### src/core/pbfs_pkg.sv
// Shared constants and types for the port and bus pin function selector.
package pbfs_pkg;

  // ----------------------------------------------------------------------
  // Port geometry
  // ----------------------------------------------------------------------
  localparam int PORT_W = 8;                  // Pins in each port.
  localparam int NPORT  = 3;                  // Ports zero, one and two.
  localparam int PINS   = PORT_W * NPORT;     // All port pins.
  localparam int NSYNC  = PINS + 3;           // Pins, two straps, reset pin.
  localparam int IRQ_LSB = 5;                 // First interrupt-capable bit.
  localparam int NIRQ    = 3;                 // Interrupt-capable bits.
  localparam int NPULL   = NPORT * 2;         // Four-bit pull-up groups.

  // ----------------------------------------------------------------------
  // Register byte offsets
  // ----------------------------------------------------------------------
  localparam logic [7:0] OFS_DIR0 = 8'h00;    // Port zero direction.
  localparam logic [7:0] OFS_DIR1 = 8'h04;    // Port one direction.
  localparam logic [7:0] OFS_DIR2 = 8'h08;    // Port two direction.
  localparam logic [7:0] OFS_OUT0 = 8'h0c;    // Port zero output latch.
  localparam logic [7:0] OFS_OUT1 = 8'h10;    // Port one output latch.
  localparam logic [7:0] OFS_OUT2 = 8'h14;    // Port two output latch.
  localparam logic [7:0] OFS_IN0  = 8'h18;    // Port zero pin levels.
  localparam logic [7:0] OFS_IN1  = 8'h1c;    // Port one pin levels.
  localparam logic [7:0] OFS_IN2  = 8'h20;    // Port two pin levels.
  localparam logic [7:0] OFS_PULL = 8'h24;    // Pull-up group enables.
  localparam logic [7:0] OFS_ADX  = 8'h28;    // Port zero analog select.
  localparam logic [7:0] OFS_IRQ  = 8'h2c;    // Interrupt pin select.
  localparam logic [7:0] OFS_CTRL = 8'h30;    // Mode and bus layout.
  localparam logic [7:0] OFS_STAT = 8'h34;    // Straps and mode status.

  // ----------------------------------------------------------------------
  // Field positions and reset values
  // ----------------------------------------------------------------------
  localparam int CTRL_SEP_BIT = 2;            // Separate data bus enable.
  localparam int STAT_W16_BIT = 2;            // Sixteen-bit bus in use.
  localparam logic [7:0] RST_DIR  = 8'h00;    // All pins are inputs.
  localparam logic [7:0] RST_OUT  = 8'h00;
  localparam logic [7:0] RST_ADX  = 8'h00;
  localparam logic [5:0] RST_PULL = 6'h00;
  localparam logic [2:0] RST_IRQ  = 3'h0;
  localparam logic       RST_SEP  = 1'b0;

  // Processor modes; the numeric order is what software writes.
  typedef enum logic [1:0] {
    PBFS_SINGLE,
    PBFS_EXPAND,
    PBFS_MICRO
  } pbfs_mode_t;

endpackage : pbfs_pkg

### src/core/pbfs_sync_if.sv
// Bundle carrying raw pin levels into the synchroniser and back out.
`timescale 1ns/1ps
interface pbfs_sync_if #(
  parameter int W = 27
) ();
  logic [W-1:0] raw;     // Levels straight from the pins.
  logic [W-1:0] synced;  // Levels after two flip-flops.
  modport sync (input raw, output synced);
  modport user (output raw, input synced);
endinterface : pbfs_sync_if

### src/core/pbfs_sync.sv
// Two-stage synchroniser bank for pin and strap inputs.
`timescale 1ns/1ps
module pbfs_sync #(
  parameter int W = 27
) (
  input  wire logic   clk_i,
  input  wire logic   rst_i,
  pbfs_sync_if.sync   s
);

  // ----------------------------------------------------------------------
  // Stages
  // ----------------------------------------------------------------------
  logic [W-1:0] meta_q;  // First stage, read only by the second.
  logic [W-1:0] sync_q;  // Second stage, safe for logic.

  // Both stages clear on reset so that the core sees a known level.
  always_ff @(posedge clk_i) begin
    if (rst_i) begin
      meta_q <= '0;
      sync_q <= '0;
    end else begin
      meta_q <= s.raw;
      sync_q <= meta_q;
    end
  end

  assign s.synced = sync_q;

endmodule : pbfs_sync

### src/core/pbfs_top.sv
// Pin function selector for ports zero to two, mode straps and data bus.
`timescale 1ns/1ps
module pbfs_top (
  input  wire logic        clk_i,
  input  wire logic        rst_i,
  // Wishbone register slave.
  input  wire logic [7:0]  wb_adr_i,
  input  wire logic [31:0] wb_dat_i,
  input  wire logic [3:0]  wb_sel_i,
  input  wire logic        wb_we_i,
  input  wire logic        wb_cyc_i,
  input  wire logic        wb_stb_i,
  output logic [31:0]      wb_dat_o,
  output logic             wb_ack_o,
  // Pins and straps.
  input  wire logic        reset_pin_n_i,
  input  wire logic        processor_mode_strap_i,
  input  wire logic        bus_width_strap_i,
  input  wire logic [23:0] pin_i,
  output logic [23:0]      pin_o,
  output logic [23:0]      pin_oe_o,
  output logic [23:0]      pin_pu_o,
  // Core side of the external data bus.
  input  wire logic [15:0] xbus_wdata_i,
  input  wire logic        xbus_drive_i,
  output logic [15:0]      xbus_rdata_o,
  output logic [1:0]       mode_o,
  output logic             bus_16bit_o,
  // Analog switch enables and interrupt request levels.
  output logic [7:0]       ad_ext_en_o,
  output logic [2:0]       ext_irq_o
);

  // ----------------------------------------------------------------------
  // Input synchronisation
  // ----------------------------------------------------------------------
  pbfs_sync_if #(.W(pbfs_pkg::NSYNC)) sif ();

  assign sif.raw = {reset_pin_n_i, processor_mode_strap_i,
                    bus_width_strap_i, pin_i};

  pbfs_sync #(.W(pbfs_pkg::NSYNC)) u_sync (
    .clk_i (clk_i),
    .rst_i (rst_i),
    .s     (sif)
  );

  logic [23:0] pin_s;     // Synchronised pin levels.
  logic        w8_s;      // Width strap: high selects the 8-bit bus.
  logic        pmode_s;   // Mode strap: high selects microprocessor mode.
  logic        rstpin_s;  // Reset pin, high when released.

  assign pin_s    = sif.synced[23:0];
  assign w8_s     = sif.synced[24];
  assign pmode_s  = sif.synced[25];
  assign rstpin_s = sif.synced[26];

  // ----------------------------------------------------------------------
  // Block reset
  // ----------------------------------------------------------------------
  logic core_rst_q;  // Combined bus reset and pin reset.

  // A low reset pin keeps every control register at its reset value.
  always_ff @(posedge clk_i) begin
    if (rst_i) begin
      core_rst_q <= 1'b1;
    end else begin
      core_rst_q <= ~rstpin_s;
    end
  end

  // ----------------------------------------------------------------------
  // Register state
  // ----------------------------------------------------------------------
  logic [7:0]           dir_q [pbfs_pkg::NPORT];  // One bit per pin.
  logic [7:0]           out_q [pbfs_pkg::NPORT];  // Output latches.
  logic [5:0]           pull_q;                   // Nibble pull-ups.
  logic [7:0]           adx_q;                    // Analog selects.
  logic [2:0]           irqsel_q;                 // Interrupt selects.
  logic                 sep_q;                    // Separate bus on.
  pbfs_pkg::pbfs_mode_t mode_q;                   // Processor mode.
  logic                 single;                   // Single-chip mode.
  logic                 w16;                      // 16-bit bus chosen.
  logic                 wr_en;                    // Accepted write.

  assign single = (mode_q == pbfs_pkg::PBFS_SINGLE);
  // The width strap is only ever read through the synchroniser, so a
  // board that wiggles it still gives clean, if meaningless, levels.
  assign w16    = ~w8_s;
  assign wr_en  = wb_cyc_i & wb_stb_i & wb_we_i & ~wb_ack_o & wb_sel_i[0];

  // Control registers; only the low byte lane carries data.
  always_ff @(posedge clk_i) begin
    if (core_rst_q) begin
      dir_q    <= '{default: pbfs_pkg::RST_DIR};
      out_q    <= '{default: pbfs_pkg::RST_OUT};
      pull_q   <= pbfs_pkg::RST_PULL;
      adx_q    <= pbfs_pkg::RST_ADX;
      irqsel_q <= pbfs_pkg::RST_IRQ;
      sep_q    <= pbfs_pkg::RST_SEP;
    end else if (wr_en) begin
      case (wb_adr_i)
        pbfs_pkg::OFS_DIR0: dir_q[0] <= wb_dat_i[7:0];
        pbfs_pkg::OFS_DIR1: dir_q[1] <= wb_dat_i[7:0];
        pbfs_pkg::OFS_DIR2: dir_q[2] <= wb_dat_i[7:0];
        pbfs_pkg::OFS_OUT0: out_q[0] <= wb_dat_i[7:0];
        pbfs_pkg::OFS_OUT1: out_q[1] <= wb_dat_i[7:0];
        pbfs_pkg::OFS_OUT2: out_q[2] <= wb_dat_i[7:0];
        pbfs_pkg::OFS_PULL: pull_q   <= wb_dat_i[5:0];
        pbfs_pkg::OFS_ADX:  adx_q    <= wb_dat_i[7:0];
        pbfs_pkg::OFS_IRQ:  irqsel_q <= wb_dat_i[2:0];
        pbfs_pkg::OFS_CTRL: sep_q    <= wb_dat_i[pbfs_pkg::CTRL_SEP_BIT];
        default: ;  // Read-only or unmapped: the write is dropped.
      endcase
    end
  end

  // Mode starts from the strap; software may move it later. The reserved
  // code three is refused so the mode never leaves the legal set.
  always_ff @(posedge clk_i) begin
    if (core_rst_q) begin
      mode_q <= pmode_s ? pbfs_pkg::PBFS_MICRO
                        : pbfs_pkg::PBFS_SINGLE;
    end else if (wr_en && wb_adr_i == pbfs_pkg::OFS_CTRL
                 && wb_dat_i[1:0] != 2'h3) begin
      mode_q <= pbfs_pkg::pbfs_mode_t'(wb_dat_i[1:0]);
    end
  end

  // ----------------------------------------------------------------------
  // Pin function decode
  // ----------------------------------------------------------------------
  // True where a port is handed to the separate external data bus.
  function automatic logic bus_owns(input pbfs_pkg::pbfs_mode_t m,
                                    input logic sep, input logic wide,
                                    input int port);
    bus_owns = (m != pbfs_pkg::PBFS_SINGLE) && sep
               && (port == 0 || (port == 1 && wide));
  endfunction : bus_owns

  logic [23:0] nxt_o;   // Next pin output level.
  logic [23:0] nxt_oe;  // Next pin output enable.
  logic [23:0] nxt_pu;  // Next pull-up enable.
  logic [7:0]  nxt_adx; // Next analog switch enable.

  for (genvar g = 0; g < pbfs_pkg::PINS; g++) begin : g_pin
    localparam int P = g / pbfs_pkg::PORT_W;
    localparam int B = g % pbfs_pkg::PORT_W;
    logic own;   // Pin belongs to the data bus.
    logic adx;   // Pin is an analog input.
    logic irq;   // Pin is an interrupt input.
    // Port one carries the high byte only on a 16-bit bus.
    assign own = bus_owns(mode_q, sep_q, w16, P);
    // Analog use exists only on port zero and only in single-chip mode.
    if (P == 0) begin : g_adx
      assign adx = single & adx_q[B];
    end else begin : g_noadx
      assign adx = 1'b0;
    end
    if (P == 1 && B >= pbfs_pkg::IRQ_LSB) begin : g_irq
      assign irq = irqsel_q[B - pbfs_pkg::IRQ_LSB];
    end else begin : g_noirq
      assign irq = 1'b0;
    end
    // Bus-owned pins carry the data bus word; all other pins carry their output latch.
    assign nxt_o[g]  = own ? xbus_wdata_i[g % 16] : out_q[P][B];
    // Bus-owned ports follow xbus_drive_i; others their own direction bits, off on analog and interrupt pins.
    assign nxt_oe[g] = own ? xbus_drive_i
                           : (dir_q[P][B] & ~adx & ~irq);
    // Pull-ups act on plain inputs in single-chip mode only.
    assign nxt_pu[g] = single & ~own & ~adx & ~dir_q[P][B]
                       & pull_q[P * 2 + B / 4];
  end

  assign nxt_adx = adx_q & {8{single}};

  // All pin-facing outputs come from flip-flops; reset leaves every pin
  // undriven so straps and board pulls are not fought after power-up.
  always_ff @(posedge clk_i) begin
    if (core_rst_q) begin
      pin_o       <= '0;
      pin_oe_o    <= '0;
      pin_pu_o    <= '0;
      ad_ext_en_o <= '0;
      ext_irq_o   <= '0;
    end else begin
      pin_o       <= nxt_o;
      pin_oe_o    <= nxt_oe;
      pin_pu_o    <= nxt_pu;
      ad_ext_en_o <= nxt_adx;
      ext_irq_o   <= pin_s[15:13] & irqsel_q;
    end
  end

  // Read side of the data bus and mode reporting.
  always_ff @(posedge clk_i) begin
    if (core_rst_q) begin
      xbus_rdata_o <= '0;
      mode_o       <= 2'h0;
      bus_16bit_o  <= 1'b0;
    end else begin
      xbus_rdata_o <= {w16 ? pin_s[15:8] : 8'h00, pin_s[7:0]};
      mode_o       <= mode_q;
      bus_16bit_o  <= w16;
    end
  end

  // ----------------------------------------------------------------------
  // Wishbone slave
  // ----------------------------------------------------------------------
  logic [31:0] rd_d;  // Read data for the addressed register.

  // Unmapped addresses read as zero but are still acknowledged.
  always_comb begin
    rd_d = 32'h0000_0000;
    case (wb_adr_i)
      pbfs_pkg::OFS_DIR0: rd_d[7:0] = dir_q[0];
      pbfs_pkg::OFS_DIR1: rd_d[7:0] = dir_q[1];
      pbfs_pkg::OFS_DIR2: rd_d[7:0] = dir_q[2];
      pbfs_pkg::OFS_OUT0: rd_d[7:0] = out_q[0];
      pbfs_pkg::OFS_OUT1: rd_d[7:0] = out_q[1];
      pbfs_pkg::OFS_OUT2: rd_d[7:0] = out_q[2];
      pbfs_pkg::OFS_IN0:  rd_d[7:0] = pin_s[7:0];
      pbfs_pkg::OFS_IN1:  rd_d[7:0] = pin_s[15:8];
      pbfs_pkg::OFS_IN2:  rd_d[7:0] = pin_s[23:16];
      pbfs_pkg::OFS_PULL: rd_d[5:0] = pull_q;
      pbfs_pkg::OFS_ADX:  rd_d[7:0] = adx_q;
      pbfs_pkg::OFS_IRQ:  rd_d[2:0] = irqsel_q;
      pbfs_pkg::OFS_CTRL: rd_d[2:0] = {sep_q, mode_q};
      pbfs_pkg::OFS_STAT: rd_d[2:0] = {w16, mode_q};
      default: rd_d = 32'h0000_0000;
    endcase
  end

  // One wait state: ack rises one edge after the request and drops next.
  always_ff @(posedge clk_i) begin
    if (rst_i) begin
      wb_ack_o <= 1'b0;
      wb_dat_o <= 32'h0000_0000;
    end else begin
      wb_ack_o <= wb_cyc_i & wb_stb_i & ~wb_ack_o;
      wb_dat_o <= rd_d;
    end
  end
endmodule : pbfs_top

### config.mk
export PLATFORM = sky130hd
export DESIGN_NAME = pbfs_top
export DESIGN_NICKNAME = d
export VERILOG_FILES = /design/src/core/pbfs_pkg.sv /design/src/core/pbfs_sync_if.sv /design/src/core/pbfs_sync.sv /design/src/core/pbfs_top.sv
export SDC_FILE = /design/constraint.sdc
export NUM_CORES = 1
export LEC_CHECK = 0
export BUFFER_PORTS_ARGS = -buffer_cell sky130_fd_sc_hd__buf_2
export CAP_MARGIN = 20
export CORE_UTILIZATION = 50
export DETAILED_ROUTE_END_ITERATION = 16
export GPL_ROUTABILITY_DRIVEN = 1
export PLACE_DENSITY = 0.77
export SLEW_MARGIN = 0
export SYNTH_ARGS = -nofsm -noshare
export SYNTH_HDL_FRONTEND = slang
export SYNTH_SLANG_ARGS = --single-unit
### constraint.sdc
create_clock -name clk_i -period 7.3 [get_ports clk_i]
set_clock_uncertainty 0.2 [all_clocks]
set_input_delay 1.46 -clock clk_i [delete_from_list [all_inputs] [get_ports clk_i]]
set_output_delay 1.46 -clock clk_i [all_outputs]
set_load 0.01 [all_outputs]
======== Yosys cells after proc, flatten, opt, wreduce, memory -nomap -nowiden ========
Index checks and enable logic that the tools add are counted.
storage, ports and cells
  bits in registers ....................... 258
  bits of input ports ..................... 93
  output and inout port bits .............. 135
  logic and storage cells ................. 221
operators by class
  equality and inequality tests ........... 14
  multiplexer cells ....................... 38
  bitwise gates (word level) .............. 124
  reduce and logical (&&, ||, !) cells .... 19
operators by type and width
  kind                  count
  $and A1 B1 Y1         82
  $eq A8 B6 Y1 const B  6
  $pmux W3 S14          1
  $not A1 Y1            40
  $pmux W3 S11          1
  $eq A8 B5 Y1 const B  4
  $mux W1               32
  $pmux W2 S10          1
  $reduce_and A2 Y1     10
  $eq A8 B4 Y1 const B  2
  $and A8 B8 Y8         1
  $eq A8 B3 Y1 const B  1
  $logic_not A8 Y1      1
  $mux W2               3
  $logic_and A1 B1 Y1   4
  $reduce_bool A2 Y1    2
  $and A3 B3 Y3         1
  $logic_not A2 Y1      1
  $ne A2 B2 Y1 const B  1
  $reduce_or A2 Y1      1

======== Longest topological paths before layout ========
Gate-level depths: netlist of the first run.
  depth in word-level cells ............... 8
  depth in mapped cells ................... 7
  mapped depth without buffers ............ 4

======== Cells and area by module ========
A second synthesis of the first run with hierarchy kept.
unflattened totals
  cell total of the unflattened synthesis .. 815
  area total of the unflattened synthesis .. 8279.2 sq um
modules (own cells, without submodules)
  module     instances  cells each  area an instance (sq um)  seq. area each (sq um)
  pbfs_top   1          702         6835.3                    3623.5
  pbfs_sync  1          113         1443.9                    1081.0

======== Worst setup path after synthesis of the first run ========
OpenSTA, ideal clock, no wires.
  path type ............................... in2reg
  start ................................... input port wb_adr_i[3]
  end ..................................... register out_q (netlist bit nxt_o[18])
  setup time .............................. 0.128 ns
  arrival time ............................ 3.034 ns
  required time ........................... 6.972 ns
  slack ................................... 3.939 ns
  stages on the path ...................... 6
  buffers on the path ..................... 2
  cell sequence ........................... buf_6 or4b_4 buf_6 nor4_4 mux2i_1 nor2_1
between the ends
  cells in the longest elaborated chain, start to end .. 2
ends and longest elaborated chain
  what                         line             text
  start: declaration           pbfs_top.sv:7    input wire logic [7:0] wb_adr_i,
  $eq A8 B5 Y1                 pbfs_top.sv:102  case (wb_adr_i)
  $reduce_and A2 Y1 (no line)  n/a
  end: declaration             pbfs_top.sv:76   logic [7:0] out_q [pbfs_pkg::NPORT];
Every way passes these cells.
A chain may end at the register's enable or synchronous reset.

======== Worst setup path in the final report of the first run ========
  start ................................... input port wb_adr_i[3]
  end ..................................... register adx_q[6]
between the ends
  cells in the longest elaborated chain, start to end .. 2
ends and longest elaborated chain
  what                         line             text
  $eq A8 B6 Y1                 pbfs_top.sv:102
  $reduce_and A2 Y1 (no line)  n/a
  end signal: assignment       pbfs_top.sv:98   adx_q <= pbfs_pkg::RST_ADX;
  end signal: assignment       pbfs_top.sv:110  pbfs_pkg::OFS_ADX: adx_q <= wb_dat_i[7:0];
  end: declaration             pbfs_top.sv:78   logic [7:0] adx_q;
Every way passes these cells.

==> results of run 1 <==
registers in the layout, indices dropped and copies added, names as in the netlist, 16 cells and up:
name,flops
pin_o,24
pin_oe_o,24
u_sync.s.synced,27
pin_pu_o,24
xbus_rdata_o,16
dir_q,24
u_sync.meta_q,27
out_q,16
synthesized netlist by cell type (3+ instances only):
library cell,count,area (um^2)
dfxtp_1,232,4644
nor4_4,8,170.2
and2_1,17,106.4
a21oi_1,29,145.1
inv_1,3,11.26
buf_4,24,180.2
o21ai_1,5,25.02
clkbuf_1,33,123.9
o22ai_1,6,37.54
a22o_1,3,26.28
nand2_1,41,153.9
nor4_1,3,18.77
buf_6,4,45.04
nor3_1,22,110.1
nand3_1,7,35.03
nor2b_1,79,494.2
mux2_2,8,90.09
o21ai_0,14,70.07
mux2i_1,91,910.9
or4b_1,3,30.03
a22oi_1,4,30.03
o211ai_1,4,30.03
nor2_1,106,397.9
a31oi_1,4,25.02
nand3b_1,6,45.04
buf_2,9,45.04
buf_1,6,22.52
logic make-up (layout without fill, tap and decap cells):
group / after synthesis / after routing / share of synthesized area [%]
and+or+nand+nor: 315 / 315 / 20.73
muxes: 103 / 103 / 12.95
DFF: 234 / 234 / 55.47
AOI/OAI and AO/OA: 80 / 80 / 5.754
buffers and inverters: 79 / 222 / 5.046
other: 1 / 24 / 0.04422
cell type report:
class	instances	area, um^2	share of cell area, %
flip-flops and latches	234	4708	46.90
multi-input cells	522	3435	34.21
repair buffers	183	933.4	9.297
clock buffers	32	629.4	6.269
well taps	220	275.3	2.742
clock inverters	4	47.55	0.4736
inverters	3	11.26	0.1122
per-layer routing:
metal	vias to the layer above	part of all wire (%)	global-route usage [%]	routed length (um)
li1	3014	-	-	-
met4	0	2.8	8.238	609
met3	45	7.9	4.921	1699
met1	2927	42	31.19	8970
met2	293	47	39.95	10180
met5	-	0	0	0
per-stage QoR:
stage / total power [uW] / hold slack, ps / util (%) / cells
2_1_floorplan: 1400 / 155.9 / - / 835
5_1_grt: 2560 / 186.4 / 60.54 / 1198
6_report: 2480 / 171.9 / 60.54 / 1198
3_3_place_gp: 1427 / 157.8 / 56.41 / 1161
4_1_cts: 2491 / 174.0 / 60.54 / 1198
3_5_place_dp: 1428 / 164.2 / 56.46 / 1162
worst paths after layout:
path	slack [ps]	endpoint	start
setup / recovery	3680	adx_q[6]	wb_adr_i[3]
hold / removal	170	core_rst_q	u_sync.s.synced[26]
setup reg to reg	4560	out_q[22]	wb_ack_o
hold reg to reg	170	core_rst_q	u_sync.s.synced[26]
power by group:
part | switching (uW) | internal (uW) | total [uW]
clock network | 448 | 631 | 1080
logic | 62.1 | 34.7 | 96.8
registers | 10.6 | 1290 | 1300
total | 521 | 1960 | 2480
worst max-delay path: stages:
cell and delay, ps:
buf_2 540, or4b_1 710, nor4_4 690, mux2i_1 300, nor2_1 50
==> run metrics, run 1 <==
Setup Fix Bufs, Post-CTS 0; Worst-Skew Late Latency 500 ps; Post-Layout Inst Area 10,040 um^2; sequential share of the synthesized area 55.47%; RSZ-0062 raised after global routing false; fmax 0.2762 GHz; FF-to-FF path depth 4; nets@finish 1,060; hold-fix buffers at CTS 0; crit path kind in2reg; CP Launch Type input port; Crit. End Element register; Total Routing Usage GR 24.05%; synthesized cell area 8481 um^2; period utilization 49.60%; Total Wirelength 21.46 mm; DR pass1 iterations 6; cell row count 47; Post-synth top flop dfxtp_1; Worst Max-Slew Pin Slew 1080 ps; post-CTS sizing 0; post-route ant nets 0; clk sink count 234; run status completed; Max transition margin 27.77%; initial antenna violation count 0; Layout area overhead 18.38%; root buf cell clkbuf_16; number of global-route vias before repair 5,893; CP max FO 36; I/O pin cnt 228; Static Leak 0.004071 uW; Initial Util 51.14%; pin count of the biggest net entering global routing 89; Slew Viols, Final 0; width of the die 132.2 um; pre-CTS WS 3213 ps; layout cells sized above 1 24.23%; Mapped Cells 812; final worst slack 3679 ps; maximum vdd ir drop 0.1710 mV; Tmin final 3621 ps; pwr dens 247.0 nW/um^2; register clock-pin slew on the reported worst setup and hold paths 60 ps; EDFF count, synth 2; setup TNS 0 ps; gr ovfl total 0; Core Footprint 16,580 um^2; hold depth 1; yosys warns 0; initial drt markers 584; total clock buffers created by CTS 23; IO buf count 176; Die Ht 132.2 um; placed cell areas 9363 um^2; Die Area 17,490 um^2; Remaining DRCs 0; Synth Register Bits 234; routed len/inst 17.91 um; n_diodes 0; first-pass GRT wire length 32.56 mm; Vias 6,279; # Max-Cap Violations 0; most frequent cells in the layout 231 x dfxtp_1, 176 x buf_2, 106 x nor2_1, 91 x mux2i_1, 79 x nor2b_1; Critical Path RT 7460 ps; commonest non-fill, non-tap cell in the layout dfxtp_1; gp weighted congestion 0.9296; endpoints failing setup 0; Clock Tree Buf Depth 3; final hold vios 0; fill count 1,403; Hold WC Path Type reg2reg; HPWL Detailed 15.17 mm; CTS tree built; FFs w/ async S/R, synth 0%; Yosys cell types 58; H-tree depth 1; Worst Path Arrival 3780 ps; Post-Syn Area per Cell 10.44 um^2; Via density 5.241
(Power assumes the default switching activity.)
==> inputs of run 2 (changes only) <==
==> constraint.sdc (replaced) <==
create_clock -name clk_i -period 3.8 [get_ports clk_i]
set_clock_uncertainty 0.2 [all_clocks]
set_input_delay 0.76 -clock clk_i [delete_from_list [all_inputs] [get_ports clk_i]]
set_output_delay 0.76 -clock clk_i [all_outputs]
set_load 0.01 [all_outputs]
==> run 2 against run 1 <==
Net effect:
- clock power grew 110%
- non-clock buffer count is 12 higher
- cell count grew 1.6%
- critical path depth stayed put
- via count increased by 0.32%
- setup slack got worse by 2400 ps
- first-iteration DRC count fell by 13%
- global-route usage rose by 0.70 points
- utilization grew 1.2 points
- sequential cell count did not move
- design area rose by 2.0%
- wire length increased by 2.2%
- largest power group unchanged
==> run metrics, run 2 (synthesis gave the netlist of run 1 again) <==
CP max FO 8 (-78%); Worst-Skew Late Latency 520 ps (+20 ps); post-route ant nets 0 (unchanged); RR Endpoint irqsel_q[2]; Worst Path Arrival 2690 ps (-1090 ps); nets@finish 1,073 (+1.2%); Clock Tree Buf Depth 3 (unchanged); fmax 0.3965 GHz; Crit path largest cell delay 610 ps (-100 ps); # Max-Cap Violations 0 (unchanged); CP Launch Type register; width of the die 132.2 um (unchanged); pin count of the biggest net entering global routing 88 (-1.1%); first-pass GRT wire length 33.51 mm (+2.9%); most frequent cells in the layout 231 x dfxtp_1, 176 x buf_2, 106 x nor2_1, 91 x mux2i_1, 79 x nor2b_1; crit path buf inv count 1 (unchanged); Static Leak 0.004194 uW (+3.0%); final hold vios 0 (unchanged); number of global-route vias before repair 5,946 (+0.90%); clk sink count 234 (unchanged); hold-fix buffers at CTS 0 (unchanged); CTS tree built; gr ovfl total 0 (unchanged); dpl cells 1,174 (+1.0%); post-CTS sizing 0 (unchanged); CP delay by family, top simple AND/OR/NAND/NOR gates; Vias 6,299 (+0.32%); period utilization 66.38%; initial drt markers 511 (-13%); setup TNS 0 ps (unchanged); initial antenna violation count 0 (unchanged); RSZ-0062 raised after global routing false; Via density 5.176 (-1.2%); routed len/inst 18.01 um (+0.58%); H-tree depth 1 (unchanged); total clock buffers created by CTS 24 (+4.3%); FF-to-FF path depth 5 (+1); Layout area overhead 20.80%; Total Wirelength 21.92 mm (+2.2%); Initial Util 51.14% (unchanged); crit-path cells nand3b_1 -> buf_4 -> nor4_2 -> mux2i_1 -> nor2_1; n_diodes 0 (unchanged); Die Area 17,490 um^2 (unchanged); crit path kind reg2reg; maximum vdd ir drop 0.3228 mV (+89%); Setup Fix Bufs, Post-CTS 0 (unchanged); Hold WC Path Type reg2reg; IO buf count 176 (unchanged); flop-to-flop setup slack 1280 ps (-3280 ps); worst reg2reg startpoint wb_ack_o; Core Footprint 16,580 um^2 (unchanged); Hold Path Origin u_sync.s.synced[26]; Total Routing Usage GR 24.75% (+0.70 points); root buf cell clkbuf_16; layout cells sized above 1 25.98% (+1.7 points); gp weighted congestion 0.8957 (-3.6%); final non-filler cell total 1,217 (+1.6%); Slew Viols, Final 0 (unchanged); Slowest cell on crit path nand3b_1; commonest non-fill, non-tap cell in the layout dfxtp_1; Die Ht 132.2 um (unchanged); Worst Max-Slew Pin Slew 908.5 ps (-171.7 ps); hold depth 1 (unchanged); Critical Path RT 3970 ps (-3490 ps); cell row count 47 (unchanged); pwr dens 488.1 nW/um^2 (+98%); Tmin final 2522 ps; run status completed; register clock-pin slew on the reported worst setup and hold paths 60 ps (about the same); I/O pin cnt 228 (unchanged); Crit. End Element register; endpoints failing setup 0 (unchanged); Min-Delay Endpoint core_rst_q; Remaining DRCs 0 (unchanged); HPWL Detailed 15.67 mm (+3.3%); Max transition margin 39.43% (+12 points); DR pass1 iterations 6 (unchanged)
==> run 2: cell count changes in the layout (fill, tap and decap cells not counted) <==
cell and change:
clkinv_2 +4, clkinvlp_4 +1, buf_4 +12, clkinv_8 +1
clkbuf_1 -3, clkbuf_8 +2, bufinv_16 +1, clkbuf_16 +1
==> run 2: final cells by class <==
class                      count  area [um^2]
fill                        1387         6339
multi-input combinational    522         3435
inverter                       3        11.26
timing repair buffer         195         1023
tap                          220        275.3
clock inverter                11        121.4
clock buffer                  32        670.6
sequential                   234         4708
==> run 2: worst max-delay path by stage <==
stage | end | from | cells past startpoint | slack [ps]
2_1_floorplan | nxt_o[18] | wb_adr_i[3] | 6 | 1140
3_3_place_gp | pull_q[3] | wb_adr_i[4] | 5 | 810
3_5_place_dp | pull_q[2] | wb_adr_i[4] | 5 | 790
4_1_cts | irqsel_q[2] | wb_ack_o | 5 | 1270
5_1_grt | mode_q[1] | wb_ack_o | 4 | 1170
6_report | irqsel_q[2] | wb_ack_o | 5 | 1280
==> run 2: report_power, final <==
part,switching (uW),internal [uW]
combinational,119,69.6
sequential,24.2,2490
clock,924,1380
total,1070,3930
==> run 2: worst reg2reg max path, delay by kind of cell, from the launching register on <==
| kind | cells | cell delay [ps] |
|---|---|---|
| flops | 1 | 310 |
| mux | 1 | 270 |
| simple gates | 3 | 1200 |
| buf+inv | 1 | 410 |
==> run 2: through the flow <==
step | hold slack, ps | setup WS (ps) | total power (uW) | util (%) | instance area (um^2)
2_1_floorplan | 155.9 | 1139 | 2690 | - | 8567
3_3_place_gp | 156.8 | 805.2 | 2747 | 57.00 | 9453
3_5_place_dp | 164.7 | 792.2 | 2749 | 57.00 | 9453
4_1_cts | 178.7 | 1265 | 5033 | 61.78 | 10240
5_1_grt | 211.8 | 1174 | 5171 | 61.78 | 10240
6_report | 175.7 | 1278 | 5000 | 61.78 | 10240
==> run 2: per-layer routing <==
layer	vias up	share of wire, %	wire (um)	global-route usage (%)
met5	-	0	0	0
met4	0	3.0	658	8.748
met3	51	7.1	1555	3.729
met2	266	48	10480	41.33
met1	2944	42	9228	32.65
li1	3038	-	-	-
